File: src/rtl/awm_pkg.sv
// Package: constants, states and carriers for the async word memory host controller
package awm_pkg;
  // Memory organisation
  localparam int ADDR_W = 18;  // Word address width
  localparam int DATA_W = 16;  // Word width
  localparam int LANE_W = 8;   // Byte lane width
  // Clock rate
  localparam int CLK_PERIOD_PS = 8000;  // core_clk period, ps
  // Printed times in ns
  localparam int T_CYCLE_NS      = 35;  // Least cycle time (fall to fall of select)
  localparam int T_PULSE_NS      = 15;  // Least write pulse width
  localparam int T_ADDR_WH_NS    = 20;  // Address valid to end of write, gate low case
  localparam int T_DATA_SETUP_NS = 10;  // Data valid to end of write
  localparam int T_RECOVER_NS    = 12;  // Write recovery
  localparam int T_ACCESS_NS     = 35;  // Read access time
  localparam int T_HIGH_HOLD_NS  = 2;   // Strobe must stay high at least this long
  // Least time to cycles, rounded up, never below one
  function automatic int ns_to_cyc(input int ns);
    int c;
    c = (ns * 1000 + CLK_PERIOD_PS - 1) / CLK_PERIOD_PS;
    return (c < 1) ? 1 : c;
  endfunction : ns_to_cyc
  localparam int CNT_W = 4;
  localparam logic [CNT_W-1:0] SETUP_CYC   = CNT_W'(1);  // Address/data settle before strobe
  localparam logic [CNT_W-1:0] PULSE_CYC   = CNT_W'(ns_to_cyc(T_ADDR_WH_NS));
  localparam logic [CNT_W-1:0] RECOVER_CYC = CNT_W'(ns_to_cyc(T_RECOVER_NS));
  localparam logic [CNT_W-1:0] ACCESS_CYC  = CNT_W'(ns_to_cyc(T_ACCESS_NS));
  localparam logic [CNT_W-1:0] CYCLE_CYC   = CNT_W'(ns_to_cyc(T_CYCLE_NS));
  localparam logic [CNT_W-1:0] HIGH_CYC    = CNT_W'(ns_to_cyc(T_HIGH_HOLD_NS));
  // Sequencer states
  typedef enum logic [2:0] {
    AWM_IDLE, AWM_SETUP, AWM_STROBE, AWM_RECOVER, AWM_READ, AWM_GAP
  } awm_state_t;
  // User request carrier
  typedef struct packed {
    logic              write;   // 1 write, 0 read
    logic [ADDR_W-1:0] addr;    // Word address
    logic [DATA_W-1:0] wdata;   // Write data
    logic [1:0]        lanes;   // [1] high lane, [0] low lane, active high
  } awm_req_t;
  // Memory pin carrier (all strobes active low)
  typedef struct packed {
    logic              chip_sel_n;
    logic              write_n;
    logic              out_gate_n;
    logic              high_lane_enable_n;
    logic              low_lane_enable_n;
    logic [ADDR_W-1:0] addr;
  } awm_pins_t;
  // Idle pin levels
  localparam awm_pins_t PINS_IDLE = '{1'b1, 1'b1, 1'b1, 1'b1, 1'b1, '0};
endpackage : awm_pkg

File: src/rtl/awm_in_sync.sv
// Two-flop synchroniser for the memory data pins
`timescale 1ns/1ps
`default_nettype none
module awm_in_sync #(
  parameter int W = 16
) (
  // Clock, reset, enable
  input  wire logic         core_clk,
  input  wire logic         rst_n,
  input  wire logic         clk_en,
  // Data
  input  wire logic [W-1:0] async_in,
  output logic      [W-1:0] sync_out
);
  logic [W-1:0] meta_reg;  // First stage, read only by second stage
  logic [W-1:0] meta_next;
  logic [W-1:0] sync_reg;  // Second stage
  logic [W-1:0] sync_next;

  // Next values: hold while enable is low
  always_comb
  begin
    meta_next = clk_en ? async_in : meta_reg;
    sync_next = clk_en ? meta_reg : sync_reg;
  end

  // Register both stages
  always_ff @(posedge core_clk)
  begin
    if (!rst_n)
    begin
      meta_reg <= '0;
      sync_reg <= '0;
    end
    else
    begin
      meta_reg <= meta_next;
      sync_reg <= sync_next;
    end
  end

  assign sync_out = sync_reg;
endmodule : awm_in_sync
`default_nettype wire

File: src/rtl/awm_host_ctrl.sv
// Host controller driving an async 16-bit word memory through its pins
// Function
// - Write only while select and strobe low
// - Select falls spaced by least cycle time
// - Lane enables bound write, 3 cycles (24 ns)
// - Address stable across one whole cycle
// - Strobe held high in read cycles
`timescale 1ns/1ps
`default_nettype none
module awm_host_ctrl
(
  // Clock, reset, enable
  input  wire logic                     core_clk,
  input  wire logic                     rst_n,
  input  wire logic                     clk_en,
  // User request side
  input  wire logic                     req_valid,
  output logic                          req_ready,
  input  wire awm_pkg::awm_req_t        req,
  // User answer side
  output logic                          rsp_valid,
  output logic [awm_pkg::DATA_W-1:0]    rsp_rdata,
  // Memory control and address pins
  output awm_pkg::awm_pins_t            mem_pins,
  // Memory data pins, three signals
  input  wire logic [awm_pkg::DATA_W-1:0] mem_dq_in,
  output logic [awm_pkg::DATA_W-1:0]    mem_dq_out,
  output logic                          mem_dq_oe_n
);
  import awm_pkg::*;

  awm_state_t          state_reg, state_next;      // Sequencer state
  logic [CNT_W-1:0]    cnt_reg, cnt_next;          // Phase counter
  logic [CNT_W-1:0]    since_reg, since_next;      // Cycles since select fell
  awm_req_t            cur_reg, cur_next;          // Captured request
  awm_pins_t           pins_reg, pins_next;        // Registered pin levels
  logic [DATA_W-1:0]   dq_reg, dq_next;            // Write data driven
  logic                oe_n_reg, oe_n_next;        // Data drive enable, low drives
  logic                rv_reg, rv_next;            // Answer pulse
  logic [DATA_W-1:0]   rd_reg, rd_next;            // Read data
  logic [DATA_W-1:0]   dq_sync;                    // Synchronised data pins
  logic                spacing_ok;                 // Next select fall allowed

  // Data pins come from outside the clock domain
  awm_in_sync #(.W(DATA_W)) u_sync (
    .core_clk (core_clk),
    .rst_n    (rst_n),
    .clk_en   (clk_en),
    .async_in (mem_dq_in),
    .sync_out (dq_sync)
  );

  // Next select fall only once the least cycle time has passed
  assign spacing_ok = (since_reg >= CYCLE_CYC);
  // Accept only in idle with spacing satisfied
  assign req_ready  = clk_en && (state_reg == AWM_IDLE) && spacing_ok;

  // Countdown helpers shared by the strobe, recovery, read and gap phases; a count of one or zero ends the phase,
  // so a zero left over from reset can never wrap round to the top of the counter
  function automatic logic last_beat(input logic [CNT_W-1:0] c);
    return (c <= CNT_W'(1));
  endfunction : last_beat

  function automatic logic [CNT_W-1:0] count_down(input logic [CNT_W-1:0] c);
    return CNT_W'(c - 1'b1);
  endfunction : count_down

  // Sequencer next-state logic
  always_comb
  begin
    state_next = state_reg;
    cnt_next   = cnt_reg;
    cur_next   = cur_reg;
    pins_next  = pins_reg;
    dq_next    = dq_reg;
    oe_n_next  = oe_n_reg;
    rv_next    = 1'b0;
    rd_next    = rd_reg;
    // Saturating count since the last select fall
    since_next = (since_reg == CYCLE_CYC) ? since_reg : CNT_W'(since_reg + 1'b1);
    case (state_reg)
      AWM_IDLE:
      begin
        if (req_valid && spacing_ok)
        begin
          cur_next       = req;
          pins_next      = PINS_IDLE;
          pins_next.addr = req.addr;
          cnt_next       = SETUP_CYC;
          if (req.write)
          begin
            // Address, data and select first; strobe later so select leads it
            pins_next.out_gate_n = 1'b1;
            pins_next.chip_sel_n = 1'b0;
            since_next           = '0;
            dq_next              = req.wdata;
            oe_n_next            = 1'b0;
            state_next           = AWM_SETUP;
          end
          else
          begin
            // Read: strobe stays high throughout
            pins_next.write_n            = 1'b1;
            pins_next.chip_sel_n         = 1'b0;
            pins_next.out_gate_n         = 1'b0;
            pins_next.low_lane_enable_n  = 1'b0;
            pins_next.high_lane_enable_n = 1'b0;
            since_next                   = '0;
            oe_n_next                    = 1'b1;
            cnt_next                     = ACCESS_CYC;
            state_next                   = AWM_READ;
          end
        end
      end
      AWM_SETUP:
      begin
        // Open the window: strobe and lanes low together, select already low
        pins_next.write_n            = 1'b0;
        pins_next.low_lane_enable_n  = ~cur_reg.lanes[0];
        pins_next.high_lane_enable_n = ~cur_reg.lanes[1];
        cnt_next                     = PULSE_CYC;
        state_next                   = AWM_STROBE;
      end
      AWM_STROBE:
      begin
        if (!last_beat(cnt_reg))
          cnt_next = count_down(cnt_reg);
        else
        begin
          // Close: strobe and lanes rise, select kept low one more cycle
          pins_next.write_n            = 1'b1;
          pins_next.low_lane_enable_n  = 1'b1;
          pins_next.high_lane_enable_n = 1'b1;
          cnt_next                     = RECOVER_CYC;
          state_next                   = AWM_RECOVER;
        end
      end
      AWM_RECOVER:
      begin
        // Select rises after strobe; address and data held for recovery
        pins_next.chip_sel_n = 1'b1;
        if (!last_beat(cnt_reg))
          cnt_next = count_down(cnt_reg);
        else
        begin
          oe_n_next  = 1'b1;
          rv_next    = 1'b1;
          cnt_next   = HIGH_CYC;
          state_next = AWM_GAP;
        end
      end
      AWM_READ:
      begin
        if (!last_beat(cnt_reg))
          cnt_next = count_down(cnt_reg);
        else
        begin
          // Word taken here stood on the pins two edges earlier, so the
          // access window has to cover the synchroniser's lag as well
          rd_next    = dq_sync;
          rv_next    = 1'b1;
          pins_next  = PINS_IDLE;
          pins_next.addr = cur_reg.addr;
          cnt_next   = HIGH_CYC;
          state_next = AWM_GAP;
        end
      end
      AWM_GAP:
      begin
        // Strobes stay high at least the least high time
        if (!last_beat(cnt_reg))
          cnt_next = count_down(cnt_reg);
        else
          state_next = AWM_IDLE;
      end
      default:
      begin
        state_next = AWM_IDLE;
        pins_next  = PINS_IDLE;
        oe_n_next  = 1'b1;
      end
    endcase
  end

  // Register all sequencer state, frozen while enable is low
  always_ff @(posedge core_clk)
  begin
    if (!rst_n)
    begin
      state_reg <= AWM_IDLE;
      cnt_reg   <= '0;
      since_reg <= CYCLE_CYC;
      cur_reg   <= '0;
      pins_reg  <= PINS_IDLE;
      dq_reg    <= '0;
      oe_n_reg  <= 1'b1;
      rv_reg    <= 1'b0;
      rd_reg    <= '0;
    end
    else if (clk_en)
    begin
      state_reg <= state_next;
      cnt_reg   <= cnt_next;
      since_reg <= since_next;
      cur_reg   <= cur_next;
      pins_reg  <= pins_next;
      dq_reg    <= dq_next;
      oe_n_reg  <= oe_n_next;
      rv_reg    <= rv_next;
      rd_reg    <= rd_next;
    end
  end

  assign mem_pins    = pins_reg;
  assign mem_dq_out  = dq_reg;
  assign mem_dq_oe_n = oe_n_reg;
  assign rsp_valid   = rv_reg;
  assign rsp_rdata   = rd_reg;
endmodule : awm_host_ctrl
`default_nettype wire

File: config.mk
export PLATFORM = sky130hd
export DESIGN_NAME = awm_host_ctrl
export DESIGN_NICKNAME = d
export VERILOG_FILES = /design/src/rtl/awm_pkg.sv /design/src/rtl/awm_in_sync.sv /design/src/rtl/awm_host_ctrl.sv
export SDC_FILE = /design/constraint.sdc
export NUM_CORES = 1
export LEC_CHECK = 0
export BUFFER_PORTS_ARGS = -buffer_cell sky130_fd_sc_hd__buf_2
export CORE_ASPECT_RATIO = 0.7
export CORE_UTILIZATION = 53
export CTS_CLUSTER_DIAMETER = 120
export DETAILED_ROUTE_END_ITERATION = 10
export PLACE_DENSITY = 0.86
export SETUP_SLACK_MARGIN = 0.1
export SLEW_MARGIN = 10
export SYNTH_ARGS = -nofsm -noshare
export SYNTH_HDL_FRONTEND = slang
export SYNTH_SLANG_ARGS = --single-unit
File: constraint.sdc
create_clock -name core_clk -period 2.25 [get_ports core_clk]
set_input_delay 0.225 -clock core_clk [delete_from_list [all_inputs] [get_ports core_clk]]
set_output_delay 0.225 -clock core_clk [all_outputs]
set_load 0.005 [all_outputs]
=== Word-level counts from Yosys, hierarchy flattened ===
Index checks and enable logic that the tools add are counted.
W data, S select, Z words.

* Add/sub/neg operators: 2
* Multiply operators: 0
* Div/mod/pow operators: 0
* $lt $le $gt $ge: 2
* Equality and inequality tests: 13
* Shift operators: 0
* Muxes and demuxes: 31
* Bitwise gates (word level): 6
* Reduce and logical (&&, ||, !) cells: 19

{| class="wikitable"
|+ Operators by type and width
! operator !! number
|-
| $pmux W18 S3 || 1
|-
| $mux W23 || 2
|-
| $mux W4 || 7
|-
| $pmux W4 S5 || 1
|-
| $reduce_and A4 Y1 || 5
|-
| $mux W3 || 6
|-
| $pmux W3 S5 || 1
|-
| $ne A2 B2 Y1 const B || 5
|-
| $pmux W2 S5 || 1
|-
| $reduce_and A5 Y1 || 2
|-
| $pmux W1 S3 || 3
|-
| $reduce_or A4 Y1 || 2
|-
| $eq A3 B2 Y1 const B || 2
|-
| $eq A3 B3 Y1 const B || 2
|-
| $mux W1 || 6
|-
| $not A1 Y1 || 6
|-
| $reduce_and A3 Y1 || 2
|-
| $pmux W1 S5 || 1
|-
| $reduce_bool A5 Y1 || 1
|-
| $add A4 B1 Y4 const B || 1
|-
| $eq A4 B3 Y1 const B || 1
|-
| $ge A4 B3 Y1 const B || 1
|-
| $le A4 B1 Y1 const B || 1
|-
| $mux W2 || 2
|-
| 7 further kinds || 11
|}

* Register bits: 120
* Latch bits: 0
* Bits in writable memories: 0
* ROM bits: 0
* Bits of input ports: 57
* Output and inout bits: 58
* Word-level logic and storage cells: 90
* Memories kept: 0

=== Depth between registers and ports, before layout ===
Gate-level depths: netlist of run 1.

* Depth after elaboration: 4
* Gate-level depth with buffers: 10

=== Cells and area by module ===
Synthesis of run 1 repeated with hierarchy kept, for this count alone.

* Cells, all modules: 549
* Area, all modules: 5002.3 um2

{| class="wikitable"
|+ Modules (own cells, without submodules)
! module !! times used !! cells each !! area an instance (um2) !! seq. area each (um2)
|-
| awm_host_ctrl || 1 || 446 || 3758.6 || 1761.7
|-
| awm_in_sync || 1 || 103 || 1243.7 || 640.6
|}

=== Worst setup path before layout of run 1 ===
No wires, ideal clock.

* Path kind: register -> register
* Start: register cnt_reg[0]
* End: register pins_reg (netlist bit mem_pins[18])
* Setup time: 120 ps
* Data arrival time: 1908 ps
* Required time: 2130 ps
* Slack: 222 ps
* Stages on the path, launching flop included: 9
* Clock period less this slack: 2028 ps
* Path through: dfxtp_1 > inv_1 > ha_1 > or2_1 > buf_6 > a41o_1 > a221oi_4 > a211oi_1 > a211o_1

* Cells in the longest elaborated chain, start to end: 3
* Elaborated cells on any way between the ends: 4

{| class="wikitable"
|+ RTL lines
! element !! line !! RTL
|-
| start, declared || awm_host_ctrl.sv:33 || <nowiki>logic [CNT_W-1:0] cnt_reg, cnt_next;</nowiki>
|-
| start signal, assigned || awm_host_ctrl.sv:203 || <nowiki>cnt_reg <= cnt_next;</nowiki>
|-
| $le A4 B1 Y1 (*) || awm_host_ctrl.sv:61 || <nowiki>return (c <= CNT_W'(1));</nowiki>
|-
| $ne A2 B2 Y1 (no line) || -- ||
|-
| $reduce_and A5 Y1 (no line) (*) || -- ||
|-
| end signal, assigned || awm_host_ctrl.sv:206 || <nowiki>pins_reg <= pins_next;</nowiki>
|-
| end, declared || awm_host_ctrl.sv:36 || <nowiki>awm_pins_t pins_reg, pins_next;</nowiki>
|}

Every way passes the cells marked *; elsewhere a longest branch is shown, timed or not.
A chain may end at the register's enable or synchronous reset.

=== Final worst setup path of run 1 ===
* Start: register cnt_reg[0]
* End: register pins_reg (netlist bit mem_pins[19])

The elaborated chain is that of the path after synthesis.

==> results of run 1 <==
worst max-delay path by stage:
stage	end	slack (ns)	cells past startpoint
3_3_place_gp	rsp_rdata[12]$_SDFFE_PN0P_	0.15	7
6_report	mem_pins[19]$_SDFFE_PN1P_	0.18	7
4_1_cts	mem_pins[19]$_SDFFE_PN1P_	0.10	7
5_1_grt	mem_pins[2]$_SDFFE_PN0P_	0.11	8
3_5_place_dp	rsp_rdata[1]$_SDFFE_PN0P_	-0.05	7
2_1_floorplan	mem_pins[18]$_SDFFE_PN1P_	0.22	8
kinds of logic after synthesis:
group	count (synthesis)	synth area share [%]
buffers and inverters	57	5.58
XOR/XNOR	1	0.175
AND/OR/NAND/NOR	195	16.4
adder cells (fa/ha/maj)	5	1.25
multiplexers	34	6.81
flip-flops	120	48.1
AO/OA/AOI/OAI	162	21.7
metrics by stage:
step	hold slack (ns)	worst slack, ns	utilization [%]	power (W)	area (µm²)
after CTS	0.0309	0.101	69.0	0.00696	6280
after global routing	0.0417	0.107	69.2	0.00730	6300
after floorplan	0.361	0.222	-	0.00370	5000
after detailed placement	0.443	-0.0514	62.1	0.00415	5660
final	0.0421	0.179	69.2	0.00698	6300
after global placement	0.436	0.152	62.1	0.00408	5660
synth_stat cells, types with 2 or more instances:
cell	n
nand2_1	117
o211ai_1	3
inv_1	12
a31oi_1	4
a211oi_1	13
buf_4	2
a211o_1	2
a221oi_1	2
nor2_1	42
a22oi_1	18
a32oi_1	2
dfxtp_1	120
and2_1	2
buf_2	16
a21o_1	2
clkbuf_1	22
nand3_1	8
nor2b_1	4
o21ai_0	10
ha_1	5
buf_6	5
a211oi_2	9
o21a_1	2
a21oi_1	84
o22ai_1	2
mux2i_1	34
nor3_1	10
power by group:
part | total [W] | switching, W | internal, W
clock | 0.00280 | 0.00103 | 0.00176
sequential | 0.00249 | 0.000136 | 0.00235
combinational | 0.00169 | 0.00101 | 0.000683
total | 0.00698 | 0.00217 | 0.00480
layout make-up:
type / count / share of cell area (%)
Clock buffer: 17 / 6.75
Clock inverter: 15 / 3.00
Inverter: 12 / 0.735
Multi-Input combinational cell: 397 / 37.1
Sequential cell: 120 / 38.2
Tap cell: 124 / 2.46
Timing Repair Buffer: 137 / 11.8
metal layers:
layer	GRT usage (%)	vias to the layer above	routed length, µm
li1	-	2221	-
met1	34.3	2167	5610
met2	41.0	179	5850
met3	8.52	18	977
met4	8.86	2	141
met5	0	-	13
tightest hold or removal path, cell delays in order:
cell and delay [ns]:
buf_2 0.07, mux2i_1 0.05, nor2_1 0.07
what timing repair did:
item | 4_1_cts | 5_1_grt
pin swaps | 1 | 3
buffers inserted | 0 | 1
gates resized for setup | 3 | 4
setup endpoints to repair | 20 | 35
==> flow_metrics.py, run 1 <==
metrics = {
    "status": {
        "status": "finished, final reports clean",
    },
    "cts": {
        "cts_buffers": 17,
        "worstSkewPairLatency_ns": 0.42,
        "cts_root_buffer": "clkbuf_16",
        "cts-hold-fix-buffers": 0,
        "clkTransAtPathRegs_ns": 0.06,
        "cts_tree": "done",
        "h-tree-depth": 4,
        "cts_sinks": 120,
        "cts_buffer_depth": 2,
    },
    "die": {
        "die_h_um": 83.2,
        "core_mm2": 0.00911,
        "rows": 29,
        "fp.dieW_um": 118,
        "die_area_mm2": 0.00982,
        "initial_core_util_pct": 54.9,
        "ios": 115,
    },
    "layout": {
        "syn_to_final_growth_pct": 26.1,
        "seq_area_mm2": 0.00240,
        "stdcell_count": 822,
        "final_common_cell": "dfxtp_1",
        "final_net_count": 747,
        "drive_above_1_share_pct": 27.8,
        "multi_input_area_mm2": 0.00234,
        "nFillCells": 718,
        "layout_common_cells": "119 x dfxtp_1, 117 x nand2_1, 114 x buf_2, 84 x a21oi_1, 41 x nor2_1",
        "largest_reg_flops": 23,
        "antennaDiodeCount": 0,
    },
    "detailed_routing": {
        "drc_errors": 0,
        "ant_nets": 0,
        "initialDrtViolationCount": 304,
        "vias_per_cell": 5.58,
        "route.vias.total": 4587,
        "drt_first_pass_iters": 5,
        "post_drt_wl_per_cell_um": 15.3,
        "drt-total-wl_um": 12600,
    },
    "placement": {
        "dp.cells": 789,
        "hpwl_um": 8300,
        "port_buffers": 114,
        "gp_congestion": 0.970,
    },
    "synthesis": {
        "synth_area_leaders": "dfxtp_1 48%, nand2_1 8.8%, a21oi_1 8.4%, mux2i_1 6.8%, nor2_1 3.2%",
        "syn_area_mm2": 0.00500,
        "post_synth.cell_area_avg_um2": 8.70,
        "ys_ff_latch": 120,
        "synthDominantCellAreaShare_pct": 48.1,
        "synth_cell_type_count": 49,
        "synthArstFlopShare_pct": 0,
        "synth_edf_count": 0,
        "syn_inst": 574,
        "synthFlopType": "dfxtp_1",
        "syn_nets": 636,
        "synth.yosys.seq_area_share_pct": 48.1,
        "synth_top_area_cell": "dfxtp_1",
        "synth-warning-count": 0,
    },
    "timing": {
        "report.final.hold_viol_count": 0,
        "relSlewSlack_pct": 62.0,
        "rsz0062_at_grt": "false",
        "finalClockSkew_ns": 0.00728,
        "max_freq_mhz": 483,
        "final_max_slew_viol_count": 0,
        "finalCritPeriodShare_pct": 92.0,
        "fin_setup_tns_ns": 0,
        "tightest_slew_ns": 0.571,
        "setup_viol": 0,
        "fin_crit_ns": 2.07,
    },
    "global_route": {
        "antenna_found_initial": 1,
        "grt_pass1_vias": 4242,
        "grt-ovfl-total": 0,
        "track_usage_pct": 26.3,
        "grt_pass1_wl_um": 20700,
        "grt_max_degree": 44,
    },
    "setup_path": {
        "endpoint_kind": "register",
        "crit_arrival_ns": 2.37,
        "r2r_cells": 7,
        "critPathRequiredTime_ns": 2.55,
        "critPathKind": "reg -> reg",
        "reg2reg_to": "mem_pins[19]$_SDFFE_PN1P_",
        "timing.critical_path.from": "cnt_reg[0]$_SDFFE_PN0P_",
        "startpoint_type": "register",
        "cp.buffers_inverters": 1,
        "crit_fanout": 5,
        "max_stage_delay_ns": 0.37,
        "rrSetupSlack_ns": 0.18,
        "cp_top_family": "compound AO/OA/AOI/OAI gates",
        "crit-reg2reg-launch": "cnt_reg[0]$_SDFFE_PN0P_",
        "cp_slowest_cell": "a221oi_4",
        "path_cells": "inv_1, ha_1, or2_4, a41o_1, a221oi_4, a211oi_1, a211o_1",
    },
    "pwr": {
        "power.density_mw_per_mm2": 1110,
        "leakage_nw": 2.68,
        "vdd_ir_drop_max_v": 0.000765,
    },
    "hold_path": {
        "min_from": "mem_dq_in[12]",
        "min_path_cells": 3,
        "hold_path_class": "in -> reg",
        "holdPathEnd": "u_sync.meta_reg[12]$_SDFFE_PN0P_",
    },
    "job": {
        "cap_violations": 0,
    },
}
(Power assumes the default switching activity.)
==> run 2: changes to the inputs <==
--- a/config.mk
+++ b/config.mk
@@ -8,10 +8,13 @@
 export BUFFER_PORTS_ARGS = -buffer_cell sky130_fd_sc_hd__buf_2
 export CORE_ASPECT_RATIO = 0.7
 export CORE_UTILIZATION = 53
+export CTS_BUF_LIST = sky130_fd_sc_hd__clkbuf_2 sky130_fd_sc_hd__clkbuf_4 sky130_fd_sc_hd__clkbuf_8
 export CTS_CLUSTER_DIAMETER = 120
+export CTS_CLUSTER_SIZE = 16
 export DETAILED_ROUTE_END_ITERATION = 10
 export PLACE_DENSITY = 0.86
 export SETUP_SLACK_MARGIN = 0.1
+export SKIP_CTS_REPAIR_TIMING = 1
 export SLEW_MARGIN = 10
 export SYNTH_ARGS = -nofsm -noshare
 export SYNTH_HDL_FRONTEND = slang
==> flow_metrics.py, run 2 (synthesis results as in run 1) <==
metrics = {
    "status": {
        "status": "finished, final reports clean",
    },
    "pwr": {
        "swShare_pct": 33.4,
        "comb_power_share_pct": 27.5,
        "leakage_nw": 2.60,
        "total_power_w": 0.00626,
        "p_clk_share_pct": 32.8,
        "p_sw_w": 0.00209,
        "vdd_ir_drop_max_v": 0.000626,
        "power.density_mw_per_mm2": 1020,
        "pwr-share-seq_pct": 39.7,
        "p_int_w": 0.00417,
    },
    "detailed_routing": {
        "ant_nets": 0,
        "drt-total-wl_um": 12600,
        "route.vias.total": 4581,
        "initialDrtViolationCount": 265,
        "vias_per_cell": 5.56,
        "post_drt_wl_per_cell_um": 15.3,
        "drc_errors": 0,
        "drt_first_pass_iters": 7,
    },
    "global_route": {
        "grt_max_degree": 44,
        "grt_pass1_vias": 4279,
        "grt_pass1_wl_um": 20600,
        "antenna_found_initial": 1,
        "track_usage_pct": 25.8,
        "grt-ovfl-total": 0,
    },
    "setup_path": {
        "endpoint_kind": "output pin",
        "startpoint_type": "register",
        "crit_fanout": 15,
        "critPathKind": "reg -> out",
        "crit_arrival_ns": 1.83,
        "critPathRequiredTime_ns": 2.03,
    },
    "timing": {
        "rsz0062_at_grt": "false",
        "max_freq_mhz": 486,
        "relSlewSlack_pct": 62.0,
        "fin_crit_ns": 2.06,
        "tightest_slew_ns": 0.569,
        "finalClockSkew_ns": 0.0154,
        "finalCritPeriodShare_pct": 91.4,
        "setup_viol": 0,
        "fin_setup_tns_ns": 0,
        "final_max_slew_viol_count": 0,
        "holdWs_ns": 0.0204,
        "report.final.hold_viol_count": 0,
    },
    "cts": {
        "clkTransAtPathRegs_ns": 0.08,
        "cts_tree": "done",
        "cts_buffer_depth": 2,
        "h-tree-depth": 4,
        "cts_root_buffer": "clkbuf_8",
        "cts_sinks": 120,
        "cts_buffers": 17,
        "worstSkewPairLatency_ns": 0.43,
    },
    "layout": {
        "syn_to_final_growth_pct": 22.6,
        "final_area_mm2": 0.00613,
        "final_common_cell": "dfxtp_1",
        "largest_reg_flops": 23,
        "drive_above_1_share_pct": 28.0,
        "final_net_count": 749,
        "antennaDiodeCount": 0,
        "layout_common_cells": "119 x dfxtp_1, 117 x nand2_1, 114 x buf_2, 84 x a21oi_1, 41 x nor2_1",
        "stdcell_count": 824,
    },
    "die": {
        "fp.dieW_um": 118,
        "core_mm2": 0.00911,
        "die_area_mm2": 0.00982,
        "die_h_um": 83.2,
        "ios": 115,
        "initial_core_util_pct": 54.9,
        "rows": 29,
    },
    "placement": {
        "dp.cells": 789,
        "hpwl_um": 8300,
        "port_buffers": 114,
        "gp_congestion": 0.970,
        "placed_area_mm2": 0.00566,
    },
    "job": {
        "cap_violations": 0,
    },
    "hold_path": {
        "hold_path_class": "in -> reg",
    },
}
-- run 2: cell types whose count changed in the layout (fill, tap and decap cells not counted), sizes merged --
cell,delta
buf,+2
-- run 2: metrics by stage --
stage	util (%)	worst slack, ns
2_1_floorplan	-	0.222
3_3_place_gp	62.1	0.152
3_5_place_dp	62.1	-0.0514
4_1_cts	66.8	-0.0538
5_1_grt	67.3	0.107
6_report	67.3	0.193
-- run 2: final timing paths --
| path | slack [ns] | start | cells after the start | to |
|---|---|---|---|---|
| max | 0.19 | state_reg[2]$_SDFFE_PN0P_ | 5 | req_ready |
| min | 0.02 | mem_dq_in[12] | 3 | u_sync.meta_reg[12]$_SDFFE_PN0P_ |
| max reg2reg | 0.20 | since_reg[1]$_SDFFE_PN0P_ | 8 | mem_pins[2]$_SDFFE_PN0P_ |
| min reg2reg | 0.45 | u_sync.sync_out[8]$_SDFFE_PN0P_ | 2 | rsp_rdata[8]$_SDFFE_PN0P_ |
-- run 2: cell type report --
type | instances | area (µm²)
inverter | 12 | 46.3
tap | 124 | 155
sequential | 120 | 2400
timing repair buffer | 139 | 762
clock buffer | 17 | 234
clock inverter | 15 | 189
fill | 740 | 2980
multi-input combinational | 397 | 2340
-- run 2: worst max-delay path, stage by stage (launching register included) --
cell     delay [ns]
dfxtp_1        0.31
buf_4          0.18
or3_4          0.46
nor2_2         0.16
o21a_1         0.16
buf_2          0.13
-- run 2: power by group through the flow --
stage	clock network, W	logic (W)	registers [W]
floorplan	0	0.00117	0.00253
finish	0.00205	0.00172	0.00249
detailed placement	0	0.00163	0.00252
global placement	0	0.00156	0.00251
CTS	0.00208	0.00164	0.00248
global route	0.00217	0.00188	0.00251
-- run 2: layer usage --
| metal | track usage, % | share of wire [%] | vias up |
|---|---|---|---|
| met5 | 0 | 0 | - |
| met4 | 8.28 | 1.2 | 0 |
| met3 | 7.62 | 7.4 | 19 |
| met2 | 41.4 | 47 | 169 |
| met1 | 33.4 | 44 | 2168 |
| li1 | - | - | 2225 |
